### config.mk
export PLATFORM = sky130hd
export DESIGN_NAME = cspr_reporter
export DESIGN_NICKNAME = d
export VERILOG_FILES = /design/src/cspr_pkg.sv /design/src/cspr_reporter.sv
export SDC_FILE = /design/constraint.sdc
export NUM_CORES = 1
export LEC_CHECK = 0
export BUFFER_PORTS_ARGS = -buffer_cell sky130_fd_sc_hd__buf_2
export CAP_MARGIN = 25
export CORE_ASPECT_RATIO = 1.5
export CORE_MARGIN = 2
export CORE_UTILIZATION = 56
export DETAILED_ROUTE_END_ITERATION = 12
export HOLD_SLACK_MARGIN = 0.02
export PLACE_DENSITY = 0.75
export SLEW_MARGIN = 20
export SYNTH_ARGS = -nofsm -noshare
export SYNTH_HDL_FRONTEND = slang
export SYNTH_SLANG_ARGS = --single-unit
### constraint.sdc
create_clock -name clk -period 6.1 [get_ports clk]
set_input_delay 0.305 -clock clk [delete_from_list [all_inputs] [get_ports clk]]
set_output_delay 0.305 -clock clk [all_outputs]
set_load 0.1 [all_outputs]
### src/cspr_pkg.sv
// Package of constants and types for the charge status pulse reporter
package cspr_pkg;
	// ----------------------------------------
	// Clock and timing
	// ----------------------------------------
	localparam int CLK_PERIOD_NS = 40;
	localparam int STROBE_MIN_LOW_NS = 200;
	localparam int STROBE_MIN_CYC = (STROBE_MIN_LOW_NS + CLK_PERIOD_NS - 1) / CLK_PERIOD_NS;
	localparam int REPORT_DELAY_NS = 10000;
	localparam int REPORT_DELAY_CYC = REPORT_DELAY_NS / CLK_PERIOD_NS;
	localparam int PULSE_PERIOD_NS = 4000;
	localparam int PULSE_PERIOD_CYC = PULSE_PERIOD_NS / CLK_PERIOD_NS;
	localparam int STROBE_MAX_NS = 100000;
	localparam int STROBE_MAX_CYC = STROBE_MAX_NS / CLK_PERIOD_NS;
	localparam int CNT_W = 16;
	// ----------------------------------------
	// Pulse counts
	// ----------------------------------------
	localparam logic [4:0] N_DIE_HOT = 5'h01;
	localparam logic [4:0] N_BAT_TEMP = 5'h02;
	localparam logic [4:0] N_OVER_V = 5'h03;
	localparam logic [4:0] N_HIGH_BASE = 5'h0D;
	localparam logic [4:0] N_LOW_BASE = 5'h12;
	localparam logic [4:0] N_ERROR = 5'h17;
	// Charging phases
	typedef enum logic [2:0] {
		PH_COND, PH_REDUCE, PH_CC, PH_CV, PH_END, PH_NONE
	} cspr_phase_t;
endpackage

### src/cspr_reporter.sv
// Charge status pulse reporter on a shared open-drain status line
`timescale 1ns/1ps
// Function
// - Answer strobe with status pulse burst
// - Only pull line low, else release
// - Reply starts report delay after rise
// - Pulses at fixed period
// - Pulse count encodes one state
// - Counts 1-3 faults, 23 error
// - High setting counts 13 to 17
// - Low setting counts 18 to 22
// - Select input chooses current setting
module cspr_reporter #(
	parameter int REPORT_DELAY = cspr_pkg::REPORT_DELAY_CYC,
	parameter int PULSE_PERIOD = cspr_pkg::PULSE_PERIOD_CYC,
	parameter int STROBE_MAX = cspr_pkg::STROBE_MAX_CYC
) (
	// Clock and reset
	input wire logic clk,
	input wire logic rst,
	input wire logic clk_en,
	// Shared status line
	input wire logic line_in,
	output logic line_out,
	output logic line_oe,
	// Charger state
	input wire logic current_range_select,
	input wire logic die_over_temp,
	input wire logic bat_temp_fault,
	input wire logic over_voltage,
	input wire cspr_pkg::cspr_phase_t phase,
	// Status
	output logic busy
);
	typedef enum {ST_IDLE, ST_STROBE, ST_WAIT, ST_LOW, ST_HIGH} cspr_state_t;
	cspr_state_t state;
	logic [cspr_pkg::CNT_W-1:0] cnt;
	logic [4:0] left;
	logic [4:0] code;
	// Assertion helpers: cycles waited, pulled, released, pulses sent
	logic [cspr_pkg::CNT_W-1:0] wait_len;
	logic [cspr_pkg::CNT_W-1:0] low_len;
	logic [cspr_pkg::CNT_W-1:0] high_len;
	logic [4:0] sent;
	logic oe_d;

	// Status code from charger state
	function automatic logic [4:0] status_code(input logic hi, input logic dt, input logic bt,
		input logic ov, input cspr_pkg::cspr_phase_t ph);
		logic [4:0] base;
		base = hi ? cspr_pkg::N_HIGH_BASE : cspr_pkg::N_LOW_BASE;
		if (dt)
			return cspr_pkg::N_DIE_HOT;
		else if (bt)
			return cspr_pkg::N_BAT_TEMP;
		else if (ov)
			return cspr_pkg::N_OVER_V;
		else if (ph == cspr_pkg::PH_NONE)
			return cspr_pkg::N_ERROR;
		else
			return base + 5'(ph);
	endfunction

	// ----------------------------------------
	// Sequencer
	// ----------------------------------------
	// Strobe detect, delay, pulse burst
	always_ff @(posedge clk) begin
		if (rst) begin
			state <= ST_IDLE;
			cnt <= '0;
			left <= '0;
			code <= '0;
		end else if (clk_en) begin
			case (state)
				ST_IDLE: begin
					cnt <= '0;
					if (!line_in)
						state <= ST_STROBE;
				end
				ST_STROBE: begin
					if (line_in) begin
						state <= ST_WAIT;
						cnt <= '0;
						code <= status_code(current_range_select, die_over_temp,
							bat_temp_fault, over_voltage, phase);
					end else if (cnt >= cspr_pkg::CNT_W'(STROBE_MAX - 1))
						state <= ST_IDLE;
					else
						cnt <= cnt + 1'b1;
				end
				ST_WAIT: begin
					if (cnt >= cspr_pkg::CNT_W'(REPORT_DELAY - 1)) begin
						state <= ST_LOW;
						cnt <= '0;
						left <= code;
					end else
						cnt <= cnt + 1'b1;
				end
				ST_LOW: begin
					if (cnt >= cspr_pkg::CNT_W'(PULSE_PERIOD / 2 - 1)) begin
						state <= ST_HIGH;
						cnt <= '0;
						left <= left - 1'b1;
					end else
						cnt <= cnt + 1'b1;
				end
				ST_HIGH: begin
					if (cnt >= cspr_pkg::CNT_W'(PULSE_PERIOD - PULSE_PERIOD / 2 - 1)) begin
						cnt <= '0;
						state <= (left == 5'h00) ? ST_IDLE : ST_LOW;
					end else
						cnt <= cnt + 1'b1;
				end
				default: state <= ST_IDLE;
			endcase
		end
	end

	// Line drive: only low, else released
	assign line_out = 1'b0;
	assign line_oe = (state == ST_LOW);
	assign busy = (state != ST_IDLE);

	// ----------------------------------------
	// Assertion helpers
	// ----------------------------------------
	// Report delay measured apart from the sequencer counter
	always_ff @(posedge clk) begin
		if (rst) begin
			wait_len <= '0;
		end else if (clk_en) begin
			if (state == ST_WAIT)
				wait_len <= wait_len + 1'b1;
			else
				wait_len <= '0;
		end
	end

	// Pulled and released lengths inside a burst
	always_ff @(posedge clk) begin
		if (rst) begin
			low_len <= '0;
			high_len <= '0;
		end else if (clk_en) begin
			low_len <= line_oe ? low_len + 1'b1 : '0;
			high_len <= (state == ST_HIGH) ? high_len + 1'b1 : '0;
		end
	end

	// Pulses started in the current burst
	always_ff @(posedge clk) begin
		if (rst) begin
			sent <= '0;
			oe_d <= 1'b0;
		end else if (clk_en) begin
			oe_d <= line_oe;
			if (state == ST_WAIT)
				sent <= '0;
			else if (line_oe && !oe_d)
				sent <= sent + 1'b1;
		end
	end
endmodule

Word level (Yosys, flattened, before mapping)
Index checks and enable logic that the tools add are counted.

Bits in registers: 58. Input bits: 11. Output and inout port bits: 3. Word-level logic and storage cells: 53.

$add $sub $neg: 3. Magnitude comparators: 3. Equality and inequality tests: 12. Mux-type cells: 21. Reduce and logical (&&, ||, !) cells: 10.

Operator list (number): $mux 32 (6); $pmux 32 s5 (1); $eq 32x2->1 const B (2); $eq 32x3->1 const B (2); $mux 16 (4); $pmux 16 s4 (1); $mux 5 (7); $eq 32x1->1 const B (1); $logic_not 32->1 (1); $reduce_bool 32->1 (1); $add 16x1->16 const B (1); $ge 16x12->1 const B (1); $ge 16x6->1 const B (1); $ge 16x8->1 const B (1); $pmux 5 s2 (1); $ne 2x2->1 const B (4); $ne 3x3->1 const B (2); $reduce_and 3->1 (2); $reduce_and 6->1 (1); $add 5x3->5 (1); $logic_not 5->1 (1); $sub 5x1->5 const B (1); $reduce_and 4->1 (1); $reduce_bool 4->1 (1); other kinds (4) (4).

Logic depth before layout (Yosys ltp)
Depth after elaboration: 6. Mapped depth: 8. Gate-level depth less buffers: 7.

Least setup slack after synthesis
No wires, ideal clock.

Path kind: register to register. Start: register state[1]. End: register cnt[0] (netlist bit). Library setup time: 117 ps. Arrival: 2456 ps. Data required time: 5983 ps. Slack: 3527 ps. Cell stages (with the launch flop): 9. Path buffers: 2. Period minus slack after synthesis: 2573 ps. Path through: dfxtp_1 clkbuf_1 nand2_1 clkinv_1 a21oi_1 o22ai_1 o21ai_2 buf_2 nor2_1.

Cells in the longest elaborated chain, start to end: 4. Elaborated cells between the ends (all ways): 10. Classes of those cells: eq/ne: 5; mux: 1; reduce/logical: 4.

RTL lines: start, declared (line cspr_reporter.sv:36) `cspr_state_t state;`; start signal, assigned (line cspr_reporter.sv:111) `state <= (left == 5'h00) ? ST_IDLE : ST_LOW;`; $eq 32x3->1 or $eq 32x2->1 (tied branches) (line cspr_reporter.sv:75) `case (state)`; $reduce_or 2->1 (no source line); $reduce_bool 4->1 (no source line); $reduce_and 3->1 (no source line); end signal, assigned (line cspr_reporter.sv:90) `cnt <= cnt + 1'b1;`; end signal, assigned (line cspr_reporter.sv:98) `cnt <= cnt + 1'b1;`; end signal, assigned (line cspr_reporter.sv:106) `cnt <= cnt + 1'b1;`; end, declared (line cspr_reporter.sv:37) `logic [cspr_pkg::CNT_W-1:0] cnt;`.

Parallel ways exist; a longest one is shown, timed or not. A chain may end at the register's enable or synchronous reset.

Worst setup path after layout
Start: register cnt[0] (netlist bit). End: register cnt[1] (netlist bit).

Cells in the longest elaborated chain, start to end: 4. Elaborated cells between the ends (all ways): 11. Classes of those cells: add/sub: 1; order compare: 3; eq/ne: 1; mux: 5; reduce/logical: 1.

RTL lines: $add 16x1->16; $mux 16 (line cspr_reporter.sv:87) `end else if (cnt >= cspr_pkg::CNT_W'(STROBE_MAX - 1))`; $mux 16 (line cspr_reporter.sv:82) `if (line_in) begin`; $pmux 16 s4 (line cspr_reporter.sv:75).

Parallel ways exist; a longest one is shown, timed or not. The select of a mux whose other input is x is not followed.

==> metrics.yaml <==
outcome: "finished, final reports clean"
power.share.clock_pct: 41.5
nNetsFinal: 263
finalSetupViolations: 0
cts.clk_slew.worst_paths_ns: 0.06
coreArea_um2: 3159
finalCritPeriodShare_pct: 40.65
die-width_um: 51.18
fin_area_um2: 2024
postCtsHoldBufs: 0
fp-row-count: 25
tns_ns: 0
netlist_instances: 235
switching_share_pct: 26.34
area.sequential_um2: 580.6
period_needed_ns: 2.480
yosysWarnings: 0
switching_power_w: 0.0001116
num_antenna_cells: 0
gp_congestion: 0.8163
start_util_pct: 59.17
grt_max_degree: 19
cts_buffer_depth: 2
io_pins: 14
placed_cell_area_um2: 1923
comb_power_share_pct: 12.3
grt-ovfl-total: 0
cts_buffers: 5
yosys-top-cells-area: "dfxtp_1 (31%), a21oi_1 (7.8%), ha_1 (5.4%)"
rsz0062_at_grt: "false"
ys_top_cells_by_count: "a21oi_1 (29), dfxtp_1 (29), o21ai_0 (18)"
synth.area.mux_share_pct: 1.071
syn_avg_cell_area_um2: 7.954
cp_cell_sequence: "inv_1, ha_1, nor3b_1, o311ai_0, o22ai_1, o21ai_2, nor2_1"
drc: 0
max_freq_mhz: 403.2
critPathKind: "reg2reg"
met2_usage_pct: 46.75
fillCellCount: 301
track_usage_pct: 24.99
worstMarginPinSlew_ns: 0.7965
seq_power_share_pct: 46.2
htreeDepth: 2
syn-num-nets: 255
p_leak_nw: 0.6810
synth_top_area_share_pct: 31.06
grt_pass1_wl_um: 7210
synth_simple_gate_area_share_pct: 28.25
max_stage_delay_ns: 0.60
grt_pass1_vias: 1631
hold_class: "in2reg"
grt_use_met3_pct: 5.556
grt-busiest-layer: "met2"
synth_area_um2: 1869
cpMaxStageDelayCell: "o21ai_2"
antenna_found_initial: 0
timing.critical_path.arrival_ns: 2.63
synth_cell_types: 56
use_met1_pct: 26.03
synth_ff_type: "dfxtp_1"
crit_path_end_kind: "register"
synth.yosys.seq_area_share_pct: 31.06
antenna_left: 0
drive_above_1_share_pct: 11.89
ys_seq_elements: 29
cts_tree: "yes"
dpl.hpwl_um: 2968
power_density_nw_per_um2: 209.3
slew_viol_final: 0
dieArea_um2: 3826
clk_latency_ns: 0.29
syn2layout_area_growth_pct: 8.300
hold_violations: 0
intPower_w: 0.0003122
synthAdderAreaFrac_pct: 6.426
synth_compound_area_share_pct: 26.10
vias: 1755
synth_top_family_by_area: "simple AND/OR/NAND/NOR gates"
drt-total-wl_um: 3968
dr.pass1.iters: 6
required_ns: 6.25
multiInputGateArea_um2: 1195
die_y_um: 74.76
viasPerCell: 6.180
cts-resized-gates: 0
cp_max_fo: 16
post_cts_buffers: 0
async_flop_share_pct: 0
port-buffer-count: 12
fin_skew_ns: 0.004741
synth_xor_area_share_pct: 1.874
synth-edff-count: 0
yosys.area.top_type: "dfxtp_1"
ir_drop_mv: 0.1509
drv_cap: 0
cts_sinks: 29
drtIter0Drc: 93
r2r_slack_ns: 3.62
slew_headroom_pct: 46.90
cts_root_buf: "clkbuf_8"
post_drt_wl_per_cell_um: 13.97
critPathLaunchType: "register"
==> sequential cells by signal, indices dropped and copies added (netlist names) <==
signal / flops
state: 3
code: 5
cnt: 16
left: 5
==> cell families after synthesis <==
kind of cell | count (synthesis)
adders and majority gates | 9
muxes | 2
and+or+nand+nor | 92
other | 1
DFF | 29
buffers and inverters | 21
xor gates and xnor gates | 4
AOI/OAI and AO/OA | 77
==> metrics by stage <==
| stage | power [W] | setup slack, ns | util, % | hold slack (ns) | std cells |
|---|---|---|---|---|---|
| after floorplan | 0.0002411 | 3.527 | - | 0.4076 | 235 |
| after global placement | 0.0002521 | 3.678 | 60.87 | 0.4694 | 276 |
| after detailed placement | 0.0002524 | 3.623 | 60.87 | 0.4671 | 276 |
| after CTS | 0.0004298 | 3.590 | 64.08 | 0.3516 | 284 |
| after global routing | 0.0004434 | 3.317 | 64.08 | 0.3614 | 284 |
| final | 0.0004238 | 3.620 | 64.08 | 0.3478 | 284 |
==> power groups by stage <==
stage / clock [W] / combinational, W / sequential, W
global route: 0.000188 / 0.0000586 / 0.000196
CTS: 0.000181 / 0.0000527 / 0.000196
finish: 0.000176 / 0.0000521 / 0.000196
floorplan: 0 / 0.0000437 / 0.000197
global placement: 0 / 0.0000523 / 0.000200
detailed placement: 0 / 0.0000525 / 0.000200
==> area by class of cell <==
cell class / count / area share [%]
clock buffers: 7 / 4.759
clock inverters: 1 / 0.2472
inverters: 10 / 1.854
multi-input cells: 185 / 59.02
flip-flops and latches: 29 / 28.68
well taps: 40 / 2.472
repair buffers: 12 / 2.967
==> per-layer routing <==
layer | wire [um] | vias to the layer above
met5 | 0 | -
met4 | 119 | 0
met3 | 99 | 12
met2 | 2163 | 26
met1 | 1586 | 817
li1 | - | 900
==> final timing paths <==
check / startpoint / cells past startpoint / to
setup / recovery: cnt[0] / 7 / cnt[1]
hold / removal: rst / 2 / state[2]
setup reg to reg: cnt[0] / 7 / cnt[1]
hold reg to reg: left[1] / 2 / left[1]
==> worst max-delay path: cells and delay by family (launching register included) <==
| family | cells | cell delay [ns] |
|---|---|---|
| compound gates | 3 | 1.43 |
| simple gates | 2 | 0.23 |
| flops | 1 | 0.38 |
| fa+ha+maj | 1 | 0.20 |
| buf+inv | 1 | 0.09 |
==> cells in the final DEF (no fill, tap or decap), types with 5 or more instances in the layout <==
cell type / Yosys / layout
a21oi_1: 29 / 29
dfxtp_1: 29 / 29
o21ai_0: 18 / 18
nand2_1: 16 / 16
nor2_1: 15 / 15
buf_2: 1 / 12
or3_1: 10 / 10
nand3_1: 10 / 10
inv_1: 9 / 9
ha_1: 8 / 8
o31ai_1: 7 / 7
clkbuf_8: 1 / 7
or4_1: 5 / 5
No activity file was read; power rests on OpenSTA's default activity.
